$ cat config.mk
export PLATFORM = sky130hd
export DESIGN_NAME = cpx_core
export DESIGN_NICKNAME = d
export VERILOG_FILES = /design/src/verilog/cpx_pkg.sv /design/src/verilog/cpx_agen.sv /design/src/verilog/cpx_alu.sv /design/src/verilog/cpx_core.sv
export SDC_FILE = /design/constraint.sdc
export NUM_CORES = 2
export LEC_CHECK = 0
export BUFFER_PORTS_ARGS = -buffer_cell sky130_fd_sc_hd__buf_2
export CAP_MARGIN = 20
export CORE_MARGIN = 2
export CORE_UTILIZATION = 40
export DETAILED_ROUTE_END_ITERATION = 10
export PLACE_DENSITY = 0.6
export SYNTH_ARGS = -nofsm -noshare
export SYNTH_HDL_FRONTEND = slang
export SYNTH_SLANG_ARGS = --single-unit
$ cat constraint.sdc
create_clock -name CLK_SYS -period 11 [get_ports CLK_SYS]
set_clock_uncertainty 0.15 [all_clocks]
set_input_delay 1.1 -clock CLK_SYS [delete_from_list [all_inputs] [get_ports CLK_SYS]]
set_output_delay 1.1 -clock CLK_SYS [all_outputs]
set_load 0.05 [all_outputs]
$ cat src/verilog/cpx_pkg.sv
// shared constants and types of the operand and alu engine
`default_nettype none
package cpx_pkg;
  localparam logic [7:0]  REG_CTRL  = 8'h00;
  localparam logic [7:0]  REG_STAT  = 8'h04;
  localparam logic [1:0]  REG_GPR   = 2'h1;
  localparam int          CTRL_RUN  = 0;
  localparam int          STAT_BUSY = 0;
  localparam int          STAT_ERR  = 1;
  localparam int          SR_C      = 0;
  localparam int          SR_Z      = 1;
  localparam int          SR_N      = 2;
  localparam int          SR_V      = 8;
  localparam logic [3:0]  PC_IDX    = 4'h0;
  localparam logic [3:0]  SR_IDX    = 4'h2;
  localparam logic [3:0]  CG_IDX    = 4'h3;
  localparam logic [4:0]  EXT_TAG   = 5'h03;
  localparam int          EXT_AL    = 6;
  localparam int          EXT_SRC   = 7;
  localparam int          EXT_DST   = 0;
  localparam logic [19:0] PC_STEP   = 20'h2;
  localparam logic [19:0] INC_B     = 20'h1;
  localparam logic [19:0] INC_W     = 20'h2;
  localparam logic [19:0] INC_A     = 20'h4;
  localparam logic [19:0] MASK_B    = 20'h000ff;
  localparam logic [19:0] MASK_W    = 20'h0ffff;
  localparam logic [19:0] MASK_A    = 20'hfffff;
  localparam logic [19:0] CG_ONE    = 20'h1;
  localparam logic [19:0] CG_TWO    = 20'h2;
  localparam logic [19:0] CG_FOUR   = 20'h4;
  localparam logic [19:0] CG_EIGHT  = 20'h8;
  localparam logic [1:0]  AM_REG    = 2'h0;
  localparam logic [1:0]  AM_IDX    = 2'h1;
  localparam logic [1:0]  AM_IND    = 2'h2;
  localparam logic [1:0]  AM_INC    = 2'h3;
  localparam logic [1:0]  BE_LO     = 2'h1;
  localparam logic [1:0]  BE_HI     = 2'h2;
  localparam logic [1:0]  BE_ALL    = 2'h3;
  typedef enum logic [3:0] {
    copy_op = 4'h4, sum_op = 4'h5, sum_with_carry_op = 4'h6,
    difference_with_borrow_op = 4'h7, difference_op = 4'h8,
    compare_op = 4'h9, decimal_sum_op = 4'ha, mask_test_op = 4'hb,
    mask_clear_op = 4'hc, mask_set_op = 4'hd, xor_op = 4'he,
    and_op = 4'hf
  } cpx_op_e;
  typedef enum logic [1:0] {SZ_BYTE, SZ_WORD, SZ_ADDR} cpx_size_e;
  typedef enum logic [2:0] {
    ST_IDLE, ST_FETCH, ST_PLAN, ST_RSTB, ST_RWAIT, ST_EXEC, ST_WRITE
  } cpx_state_e;
  typedef enum logic [2:0] {PH_INS, PH_SX, PH_DX, PH_SOP, PH_DOP} cpx_phase_e;
  typedef struct packed {
    logic [19:0] addr;
    logic [15:0] wdata;
    logic [1:0]  be;
    logic        rd;
    logic        wr;
  } cpx_mem_s;
  typedef struct packed {
    logic v;
    logic n;
    logic z;
    logic c;
  } cpx_flags_s;
endpackage : cpx_pkg
`default_nettype wire

$ cat src/verilog/cpx_agen.sv
// operand address former and constant generator
`timescale 1ns/10ps
`default_nettype none
module cpx_agen (
  input  wire logic [1:0]  mode,    // addressing mode
  input  wire logic [3:0]  rsel,    // register number
  input  wire logic [19:0] rval,    // register content
  input  wire logic [15:0] word,    // word after the opcode
  input  wire logic [3:0]  msb,     // extension nibble
  input  wire logic        xform,   // extended instruction
  output logic [19:0]      addr,    // operand address
  output logic             cg_hit,  // constant generator used
  output logic [19:0]      cg_val   // generated constant
);
  logic [19:0] sum;

  always_comb begin
    cg_hit = 1'b0;
    cg_val = 20'h0;
    if (rsel == cpx_pkg::CG_IDX) begin
      cg_hit = 1'b1;
      unique case (mode)
        cpx_pkg::AM_REG: cg_val = 20'h0;
        cpx_pkg::AM_IDX: cg_val = cpx_pkg::CG_ONE;
        cpx_pkg::AM_IND: cg_val = cpx_pkg::CG_TWO;
        cpx_pkg::AM_INC: cg_val = cpx_pkg::MASK_A;
      endcase
    end else if (rsel == cpx_pkg::SR_IDX && mode[1]) begin
      cg_hit = 1'b1;
      cg_val = mode[0] ? cpx_pkg::CG_EIGHT : cpx_pkg::CG_FOUR;
    end
    sum  = 20'h0;
    addr = rval;
    if (mode == cpx_pkg::AM_IDX) begin
      if (rsel == cpx_pkg::SR_IDX) begin
        if (xform) addr = {msb, word};
        else addr = {4'h0, word};
      end else if (xform) begin
        addr = rval + {msb, word};
      end else begin
        sum  = rval + {{4{word[15]}}, word};
        addr = (rval[19:16] == 4'h0) ? {4'h0, sum[15:0]} : sum;
      end
    end
  end
endmodule : cpx_agen
`default_nettype wire

$ cat src/verilog/cpx_alu.sv
// double-operand arithmetic and logic unit with status flags
`timescale 1ns/10ps
`default_nettype none
module cpx_alu (
  input  wire cpx_pkg::cpx_op_e   op,     // operation
  input  wire cpx_pkg::cpx_size_e sz,     // operand size
  input  wire logic [19:0]        src,    // source operand
  input  wire logic [19:0]        dst,    // destination operand
  input  wire logic               cin,    // carry flag in
  output logic [19:0]             res,    // result, size masked
  output cpx_pkg::cpx_flags_s     fl,     // new flags
  output logic                    upd,    // flags change
  output logic                    store   // result is written
);
  logic [19:0] m, s, d, a;
  logic [20:0] bin;
  logic        ci, cy, v;
  wire  [5:0]  dc;
  wire  [19:0] bcd;

  function automatic logic top(input logic [19:0] x,
                               input cpx_pkg::cpx_size_e z);
    top = (z == cpx_pkg::SZ_BYTE) ? x[7] :
          (z == cpx_pkg::SZ_WORD) ? x[15] : x[19];
  endfunction : top

  assign dc[0] = cin;
  genvar g;
  for (g = 0; g < 5; g++) begin : g_dig
    wire [4:0] t = {1'b0, d[4*g+:4]} + {1'b0, s[4*g+:4]} + {4'h0, dc[g]};
    wire [4:0] f = t + 5'h06;
    assign dc[g+1] = t > 5'h09;
    assign bcd[4*g+:4] = dc[g+1] ? f[3:0] : t[3:0];
  end

  always_comb begin
    m = (sz == cpx_pkg::SZ_BYTE) ? cpx_pkg::MASK_B :
        (sz == cpx_pkg::SZ_WORD) ? cpx_pkg::MASK_W : cpx_pkg::MASK_A;
    s = src & m;
    d = dst & m;
    a = s;
    ci = 1'b0;
    if (op inside {cpx_pkg::difference_op, cpx_pkg::compare_op}) begin
      a  = ~src & m;
      ci = 1'b1;
    end else if (op == cpx_pkg::difference_with_borrow_op) begin
      a  = ~src & m;
      ci = cin;
    end else if (op == cpx_pkg::sum_with_carry_op) begin
      ci = cin;
    end
    bin = {1'b0, d} + {1'b0, a} + {20'h0, ci};
    res = 20'h0;
    upd = 1'b1;
    store = 1'b1;
    v = 1'b0;
    cy = (sz == cpx_pkg::SZ_BYTE) ? bin[8] :
         (sz == cpx_pkg::SZ_WORD) ? bin[16] : bin[20];
    unique case (op)
      cpx_pkg::copy_op: begin
        res = s;
        upd = 1'b0;
      end
      cpx_pkg::mask_clear_op: begin
        res = ~s & d;
        upd = 1'b0;
      end
      cpx_pkg::mask_set_op: begin
        res = s | d;
        upd = 1'b0;
      end
      cpx_pkg::sum_op, cpx_pkg::sum_with_carry_op,
      cpx_pkg::difference_op, cpx_pkg::difference_with_borrow_op,
      cpx_pkg::compare_op: begin
        res = bin[19:0] & m;
        v = (top(a, sz) == top(d, sz)) && (top(res, sz) != top(d, sz));
        store = op != cpx_pkg::compare_op;
      end
      cpx_pkg::decimal_sum_op: begin
        res = bcd & m;
        cy = (sz == cpx_pkg::SZ_BYTE) ? dc[2] :
             (sz == cpx_pkg::SZ_WORD) ? dc[4] : dc[5];
        v = (top(s, sz) == top(d, sz)) && (top(res, sz) != top(d, sz));
      end
      cpx_pkg::mask_test_op, cpx_pkg::and_op: begin
        res = s & d;
        store = op == cpx_pkg::and_op;
      end
      cpx_pkg::xor_op: begin
        res = s ^ d;
        v = top(s, sz) && top(d, sz);
      end
      default: begin
        upd = 1'b0;
        store = 1'b0;
      end
    endcase
    fl.v = v;
    fl.n = top(res, sz);
    fl.z = res == 20'h0;
    fl.c = (op inside {cpx_pkg::xor_op, cpx_pkg::and_op,
                       cpx_pkg::mask_test_op}) ? !fl.z : cy;
  end
endmodule : cpx_alu
`default_nettype wire

$ cat src/verilog/cpx_core.sv
// operand addressing and double-operand execution engine
`timescale 1ns/10ps
`default_nettype none
module cpx_core (
  input  wire logic         CLK_SYS,    // 40 MHz system clock
  input  wire logic         RESET_N,    // sync reset, active low
  input  wire logic [7:0]   RADDR,      // register byte address
  input  wire logic [31:0]  RWDATA,     // register write data
  input  wire logic         RWR,        // register write strobe
  input  wire logic         RRD,        // register read strobe
  output logic [31:0]       RRDATA,     // read data, next cycle
  output var cpx_pkg::cpx_mem_s MEM_REQ, // memory request
  input  wire logic [15:0]  MEM_RDATA   // memory data, next cycle
);
  typedef struct packed {
    cpx_pkg::cpx_state_e st;
    cpx_pkg::cpx_phase_e ph;
    logic                run;
    logic                err;
    logic                hi;
    logic                xflag;
    logic                gsx;
    logic                gdx;
    logic                gs;
    logic                gd;
    logic [15:0]         ir;
    logic [15:0]         ext;
    logic [15:0]         sx;
    logic [15:0]         dx;
    logic [19:0]         sv;
    logic [19:0]         dv;
    logic [19:0]         wv;
    logic [15:0][19:0]   regs;
    cpx_pkg::cpx_mem_s   mreq;
    logic [31:0]         rdata;
  } cpx_core_s;
  cpx_core_s           s_r;
  cpx_core_s           s_nxt;
  cpx_pkg::cpx_op_e    op;
  cpx_pkg::cpx_size_e  sz;
  cpx_pkg::cpx_flags_s fl;
  logic [3:0]          sreg, dreg, src_msb;
  logic [1:0]          as;
  logic                ad, al, s_imm, s_abs, s_word_need, s_mem;
  logic                sx_go, dx_go, sop_go, dop_go, sop_done;
  logic                cg_hit, alu_upd, alu_store, busy, gpr_hit;
  logic [19:0]         pc, sreg_val, dreg_val, s_addr, d_addr;
  logic [19:0]         cg_val, imm, src_op, dst_op, res, inc_amt;
  logic [15:0]         rdword;
  logic [3:0]          flags;
  assign op       = cpx_pkg::cpx_op_e'(s_r.ir[15:12]);
  assign sreg     = s_r.ir[11:8];
  assign ad       = s_r.ir[7];
  assign as       = s_r.ir[5:4];
  assign dreg     = s_r.ir[3:0];
  assign src_msb  = s_r.ext[cpx_pkg::EXT_SRC+:4];
  assign al       = s_r.xflag ? s_r.ext[cpx_pkg::EXT_AL] : 1'b1;
  assign sz       = !al ? cpx_pkg::SZ_ADDR :
                    s_r.ir[6] ? cpx_pkg::SZ_BYTE : cpx_pkg::SZ_WORD;
  assign pc       = s_r.regs[cpx_pkg::PC_IDX];
  assign sreg_val = s_r.regs[sreg];
  assign dreg_val = s_r.regs[dreg];
  assign flags    = {s_r.regs[cpx_pkg::SR_IDX][cpx_pkg::SR_V],
                     s_r.regs[cpx_pkg::SR_IDX][cpx_pkg::SR_N:0]};
  assign busy     = s_r.st != cpx_pkg::ST_IDLE;
  assign gpr_hit  = RADDR[7:6] == cpx_pkg::REG_GPR && RADDR[1:0] == 2'h0;
  assign inc_amt  = (sz == cpx_pkg::SZ_BYTE) ? cpx_pkg::INC_B :
                    (sz == cpx_pkg::SZ_WORD) ? cpx_pkg::INC_W :
                    cpx_pkg::INC_A;
  // source mode decode
  assign s_imm = as == cpx_pkg::AM_INC && sreg == cpx_pkg::PC_IDX;
  assign s_abs = as == cpx_pkg::AM_IDX && sreg == cpx_pkg::SR_IDX;
  assign s_word_need = !cg_hit && (as == cpx_pkg::AM_IDX || s_imm);
  assign s_mem = !cg_hit && as != cpx_pkg::AM_REG && !s_imm;
  assign imm = s_r.xflag ? {src_msb, s_r.sx}
                         : {4'h0, s_r.sx};
  assign src_op = s_mem ? s_r.sv : s_imm ? imm :
                  cg_hit ? cg_val : sreg_val;
  assign dst_op = ad ? s_r.dv : dreg_val;
  // read planning in priority order
  assign sx_go  = s_r.st == cpx_pkg::ST_PLAN && s_word_need && !s_r.gsx;
  assign dx_go  = s_r.st == cpx_pkg::ST_PLAN && !sx_go && ad
                  && !s_r.gdx;
  assign sop_go = s_r.st == cpx_pkg::ST_PLAN && !sx_go && !dx_go
                  && s_mem && !s_r.gs;
  assign dop_go = s_r.st == cpx_pkg::ST_PLAN && !sx_go && !dx_go
                  && !sop_go && ad && op != cpx_pkg::copy_op && !s_r.gd;
  assign sop_done = s_r.st == cpx_pkg::ST_RWAIT && s_r.ph == cpx_pkg::PH_SOP
                    && (sz != cpx_pkg::SZ_ADDR || s_r.hi);
  assign rdword = (sz == cpx_pkg::SZ_BYTE && s_r.mreq.addr[0])
                  ? {8'h00, MEM_RDATA[15:8]} : MEM_RDATA;
  cpx_agen u_src_agen (
    .mode   (as),
    .rsel   (sreg),
    .rval   (sreg_val),
    .word   (s_r.sx),
    .msb    (src_msb),
    .xform  (s_r.xflag),
    .addr   (s_addr),
    .cg_hit (cg_hit),
    .cg_val (cg_val)
  );
  // destination is always indexed mode, off the current register value except for SR_IDX, which gives an absolute address
  cpx_agen u_dst_agen (
    .mode   (cpx_pkg::AM_IDX),
    .rsel   (dreg),
    .rval   (dreg_val),
    .word   (s_r.dx),
    .msb    (s_r.ext[cpx_pkg::EXT_DST+:4]),
    .xform  (s_r.xflag),
    .addr   (d_addr),
    .cg_hit (),
    .cg_val ()
  );
  cpx_alu u_alu (
    .op    (op),
    .sz    (sz),
    .src   (src_op),
    .dst   (dst_op),
    .cin   (s_r.regs[cpx_pkg::SR_IDX][cpx_pkg::SR_C]),
    .res   (res),
    .fl    (fl),
    .upd   (alu_upd),
    .store (alu_store)
  );
  always_comb begin
    logic [19:0]         ia;
    cpx_pkg::cpx_phase_e ip;
    logic                go;
    ia = 20'h0;
    ip = cpx_pkg::PH_INS;
    go = 1'b0;
    s_nxt = s_r;
    s_nxt.mreq.rd = 1'b0;
    s_nxt.mreq.wr = 1'b0;
    s_nxt.rdata = 32'h0;
    if (RRD) begin
      if (RADDR == cpx_pkg::REG_CTRL) s_nxt.rdata = {31'h0, s_r.run};
      else if (RADDR == cpx_pkg::REG_STAT)
        s_nxt.rdata = {30'h0, s_r.err, busy};
      else if (gpr_hit) s_nxt.rdata = {12'h0, s_r.regs[RADDR[5:2]]};
    end
    if (RWR) begin
      if (RADDR == cpx_pkg::REG_CTRL) s_nxt.run = RWDATA[cpx_pkg::CTRL_RUN];
      else if (RADDR == cpx_pkg::REG_STAT && RWDATA[cpx_pkg::STAT_ERR])
        s_nxt.err = 1'b0;
      else if (gpr_hit && !busy) s_nxt.regs[RADDR[5:2]] = RWDATA[19:0];
    end
    unique case (s_r.st)
      cpx_pkg::ST_IDLE: begin
        if (s_r.run) s_nxt.st = cpx_pkg::ST_FETCH;
      end
      cpx_pkg::ST_FETCH: begin
        s_nxt.gsx = 1'b0;
        s_nxt.gdx = 1'b0;
        s_nxt.gs = 1'b0;
        s_nxt.gd = 1'b0;
        if (!s_r.run) begin
          s_nxt.st = cpx_pkg::ST_IDLE;
          s_nxt.xflag = 1'b0;
        end else begin
          go = 1'b1;
          ia = pc;
          ip = cpx_pkg::PH_INS;
        end
      end
      cpx_pkg::ST_PLAN: begin
        go = 1'b1;
        if (sx_go) begin
          ia = pc;
          ip = cpx_pkg::PH_SX;
        end else if (dx_go) begin
          ia = pc;
          ip = cpx_pkg::PH_DX;
        end else if (sop_go) begin
          ia = s_addr;
          ip = cpx_pkg::PH_SOP;
        end else if (dop_go) begin
          ia = d_addr;
          ip = cpx_pkg::PH_DOP;
        end else begin
          go = 1'b0;
          s_nxt.st = cpx_pkg::ST_EXEC;
        end
      end
      cpx_pkg::ST_RSTB: begin
        s_nxt.st = cpx_pkg::ST_RWAIT;
      end
      cpx_pkg::ST_RWAIT: begin
        s_nxt.st = cpx_pkg::ST_PLAN;
        unique case (s_r.ph)
          cpx_pkg::PH_INS: begin
            s_nxt.regs[cpx_pkg::PC_IDX] = pc + cpx_pkg::PC_STEP;
            if (!s_r.xflag && MEM_RDATA[15:11] == cpx_pkg::EXT_TAG) begin
              s_nxt.ext = MEM_RDATA;
              s_nxt.xflag = 1'b1;
              s_nxt.st = cpx_pkg::ST_FETCH;
            end else if (MEM_RDATA[15:14] == 2'h0) begin
              s_nxt.err = 1'b1;
              s_nxt.run = 1'b0;
              s_nxt.xflag = 1'b0;
              s_nxt.st = cpx_pkg::ST_IDLE;
            end else begin
              s_nxt.ir = MEM_RDATA;
            end
          end
          cpx_pkg::PH_SX: begin
            s_nxt.sx = MEM_RDATA;
            s_nxt.gsx = 1'b1;
            s_nxt.regs[cpx_pkg::PC_IDX] = pc + cpx_pkg::PC_STEP;
          end
          cpx_pkg::PH_DX: begin
            s_nxt.dx = MEM_RDATA;
            s_nxt.gdx = 1'b1;
            s_nxt.regs[cpx_pkg::PC_IDX] = pc + cpx_pkg::PC_STEP;
          end
          cpx_pkg::PH_SOP, cpx_pkg::PH_DOP: begin
            if (s_r.hi) ia = {MEM_RDATA[3:0], s_r.ph == cpx_pkg::PH_SOP
                              ? s_r.sv[15:0] : s_r.dv[15:0]};
            else ia = {4'h0, rdword};
            if (s_r.ph == cpx_pkg::PH_SOP) s_nxt.sv = ia;
            else s_nxt.dv = ia;
            ia = 20'h0;
            if (sz == cpx_pkg::SZ_ADDR && !s_r.hi) begin
              s_nxt.hi = 1'b1;
              go = 1'b1;
              ia = s_r.mreq.addr + cpx_pkg::PC_STEP;
              ip = s_r.ph;
            end else begin
              s_nxt.hi = 1'b0;
              if (s_r.ph == cpx_pkg::PH_DOP) s_nxt.gd = 1'b1;
              else s_nxt.gs = 1'b1;
              if (sop_done && as == cpx_pkg::AM_INC)
                s_nxt.regs[sreg] = sreg_val + inc_amt;
            end
          end
          default: s_nxt.st = cpx_pkg::ST_IDLE;
        endcase
      end
      cpx_pkg::ST_EXEC: begin
        s_nxt.wv = res;
        s_nxt.st = cpx_pkg::ST_FETCH;
        s_nxt.xflag = 1'b0;
        if (alu_upd) begin
          s_nxt.regs[cpx_pkg::SR_IDX][cpx_pkg::SR_V] = fl.v;
          s_nxt.regs[cpx_pkg::SR_IDX][cpx_pkg::SR_N] = fl.n;
          s_nxt.regs[cpx_pkg::SR_IDX][cpx_pkg::SR_Z] = fl.z;
          s_nxt.regs[cpx_pkg::SR_IDX][cpx_pkg::SR_C] = fl.c;
        end
        if (alu_store && !ad && dreg != cpx_pkg::CG_IDX) begin
          s_nxt.regs[dreg] = res;
        end else if (alu_store && ad) begin
          s_nxt.st = cpx_pkg::ST_WRITE;
          s_nxt.xflag = s_r.xflag;
          s_nxt.mreq.wr = 1'b1;
          s_nxt.mreq.addr = d_addr;
          s_nxt.mreq.wdata = res[15:0];
          s_nxt.mreq.be = cpx_pkg::BE_ALL;
          if (sz == cpx_pkg::SZ_BYTE) begin
            s_nxt.mreq.wdata = {res[7:0], res[7:0]};
            s_nxt.mreq.be = d_addr[0] ? cpx_pkg::BE_HI : cpx_pkg::BE_LO;
          end
        end
      end
      cpx_pkg::ST_WRITE: begin
        if (sz == cpx_pkg::SZ_ADDR && !s_r.hi) begin
          s_nxt.hi = 1'b1;
          s_nxt.mreq.wr = 1'b1;
          s_nxt.mreq.addr = s_r.mreq.addr + cpx_pkg::PC_STEP;
          s_nxt.mreq.wdata = {12'h0, s_r.wv[19:16]};
          s_nxt.mreq.be = cpx_pkg::BE_ALL;
        end else begin
          s_nxt.hi = 1'b0;
          s_nxt.xflag = 1'b0;
          s_nxt.st = cpx_pkg::ST_FETCH;
        end
      end
      default: s_nxt.st = cpx_pkg::ST_IDLE;
    endcase
    if (go) begin
      s_nxt.mreq.rd = 1'b1;
      s_nxt.mreq.addr = ia;
      s_nxt.ph = ip;
      s_nxt.st = cpx_pkg::ST_RSTB;
    end
  end

  always_ff @(posedge CLK_SYS) begin
    if (!RESET_N) s_r <= '0;
    else s_r <= s_nxt;
  end
  assign RRDATA = s_r.rdata;
  assign MEM_REQ = s_r.mreq;
endmodule : cpx_core
`default_nettype wire

==> reports/qor.yml <==
io_pins: 132
ant_nets: 0
clock_sinks: 495
layout.cells.non_filler: 6911
root_buffer: "clkbuf_16"
irDropWorstVdd_uv: 95.72
timing.fmax_mhz: 95.84
grt_usage_pct: 42.01
hold_viol_final: 0
cp_max_fo: 16
critPathKind: "flop to flop"
synth_top_area_cell: "dfxtp_1"
yosys-top-cells-area: "dfxtp_1, mux4_2, mux2i_1, a21oi_1, nor2_1"
drt_first_pass_iters: 9
arrival_ns: 10.78
syn_area_mm2: 0.04363
synth.distinct_cells: 92
syn_avg_cell_area_um2: 8.003
crit_family: "adder cells"
grt_pass1_vias: 44510
cts_max_level: 3
cpPeakStageDelay_ns: 0.52
die-area_mm2: 0.1117
wl_per_cell_um: 35.16
start_kind: "flop"
port_buffers: 107
n_fill_cell: 10810
viasPerCell: 7.077
cp-end-kind: "flop"
row_count: 121
p_leak_nw: 19.36
vias: 48910
status: "complete, no violations"
die_x_um: 334.3
ys.flop_type: "dfxtp_1"
drv_slew: 0
grt_pass1_wl_um: 337000
drt_drc_violations_left: 0
area_growth_pct: 12.54
grt_max_degree: 175
numCtsBuffers: 68
drive_gt1_share_pct: 17.41
hold_class: "flop to flop"
worst-path-buf-inv: 7
synth_edf_count: 0
antenna_found_initial: 23
p_per_area_mw_per_mm2: 87.82
finalSetupViolCount: 0
fin_crit_sh_pct: 94.86
slowest_stage: "mux4_2"
syn_inst: 5451
setup_slack_ns: 0.5654
relSlewSlack_pct: 13.45
pre_cts_ws_ns: -0.4522
synth_top_area_share_pct: 22.71
cts_tree: "yes"
yosys_warnings: 0
finalPower_w: 0.004312
grt_setup_unrepaired: "false"
initial_core_util_pct: 40.19
die_h_um: 334.3
yosysSeqAreaShare_pct: 22.71
cts_buffer_depth: 3
nets: 5613
dp_hpwl_um: 167500
path_clk_slew_ns: 0.06
place_inst: 6764
globalplace.congestion: 1.071
overflow: 0
synth-seq-cells: 495
routed_wirelength_um: 243000
clock_latency_ns: 0.69
critPathRequiredTime_ns: 11.35
drv_cap: 0
post-route-util_pct: 45.23
hold_buffers: 0
coreArea_mm2: 0.1086
crit_top_cell: "fa_2"
fin_crit_ns: 10.43
initialDrtViolationCount: 8098
async_flop_share_pct: 0
tightest_slew_ns: 1.298
flip-flops by register name, summed over array words and instances (netlist names):
register / flops
MEM_REQ: 40
s_r: 400
ad: 1
flags: 4
pc: 20
dreg: 4
RRDATA: 20
as: 2
op: 4
worst min-delay path: stages (launching register included):
cell	delay (ns)
dfxtp_1	0.30
nand2_1	0.05
a21oi_1	0.05
power by group:
group / total [W] / switching, W / internal [W]
combinational: 0.000181 / 0.000139 / 0.0000413
clock: 0.00233 / 0.000971 / 0.00136
sequential: 0.00180 / 0.00000271 / 0.00179
final timing paths:
| kind | from | end | slack [ns] | depth (start not counted) |
|---|---|---|---|---|
| worst max register to register | dreg[1] | s_r[269] | 0.57 | 45 |
| worst min-delay path | MEM_REQ[15] | MEM_REQ[15] | 0.30 | 2 |
| worst max-delay path | dreg[1] | s_r[269] | 0.57 | 45 |
| worst min register to register | MEM_REQ[15] | MEM_REQ[15] | 0.30 | 2 |
final cells by class:
| cell class | count | area, µm² | share of cell area, % |
|---|---|---|---|
| tap | 1414 | 1769 | 3.603 |
| inverter | 92 | 352.8 | 0.7186 |
| multi-input combinational | 4315 | 31390 | 63.93 |
| antenna | 16 | 40.04 | 0.08155 |
| clock buffer | 101 | 2052 | 4.179 |
| clock inverter | 21 | 214.0 | 0.4358 |
| timing repair buffer | 457 | 3352 | 6.827 |
| sequential | 495 | 9931 | 20.23 |
cell usage in the layout, fill, tap and decap left out, types with 65 or more instances in the layout:
cell type    n
a211oi_1    88
nor2_1     693
xnor2_1     74
nand3_1     87
dfxtp_1    486
nor3_1      65
o211ai_1   161
mux2i_1    456
nand2_1    492
clkbuf_16   73
a21oi_1    621
buf_4      332
inv_1       85
o22a_1      90
ha_1       106
mux4_2     214
nor2b_1     71
buf_2      105
o22ai_1    161
o21ai_0    159
routing by layer:
layer / GRT usage (%) / share of wire [%] / vias up
li1: - / - / 20180
met1: 49.96 / 36 / 23400
met2: 58.00 / 40 / 4108
met3: 18.32 / 15 / 1199
met4: 34.68 / 9.9 / 24
met5: 0.3040 / 0.070 / -
cells in the mapped netlist (10+ instances only):
cell type	instances
o22ai_1	161
o21a_1	19
nor3_1	68
or3_1	21
o221ai_1	22
a21o_1	30
clkbuf_1	397
fa_1	15
nand2_1	494
a221oi_1	52
nor2_1	712
and3_1	23
nor4_1	17
xnor2_1	75
nand3_1	94
a21oi_1	627
a22o_1	10
a31oi_1	44
xor2_1	55
a22oi_1	52
nand2b_1	39
ha_1	109
buf_4	82
buf_2	36
and2_1	18
buf_1	42
o31ai_1	12
mux4_2	214
a211oi_1	89
mux2i_1	457
o21bai_1	13
inv_1	85
mux2_2	51
o21ai_0	160
or2_2	15
o211ai_1	161
o22a_1	90
a211o_1	11
a41oi_1	10
dfxtp_1	495
nand3b_1	11
nand4_1	18
nor2b_1	73
o31a_1	10
cell families (layout without fill, tap and decap cells):
logic type | after synthesis | count (layout) | share of synthesized area, %
AO/OA/AOI/OAI | 1673 | 1673 | 24.63
AND/OR/NAND/NOR | 1648 | 1648 | 16.55
multiplexers | 728 | 728 | 23.21
buffers and inverters | 652 | 671 | 6.456
flip-flops | 495 | 495 | 22.71
XOR/XNOR | 130 | 130 | 2.610
adder cells (fa/ha/maj) | 124 | 124 | 3.814
other | 1 | 28 | 0.008596
per-stage QoR:
step / TNS [ns] / hold slack [ns] / cell area [µm²]
after CTS: 0 / 0.2988 / 48820
after global placement: -4.890 / 0.2876 / 46410
after global routing: 0 / 0.3248 / 49060
final: 0 / 0.2968 / 49100
after floorplan: 0 / 0.2822 / 43680
after detailed placement: -10.20 / 0.2915 / 46500
timing repair:
item                                    4_1_cts  5_1_grt
endpoints found under the setup margin       52       52
gates resized for setup                      13       31
pin swaps                                     1       14
buffers inserted                              0        0
(Power assumes the default switching activity.)
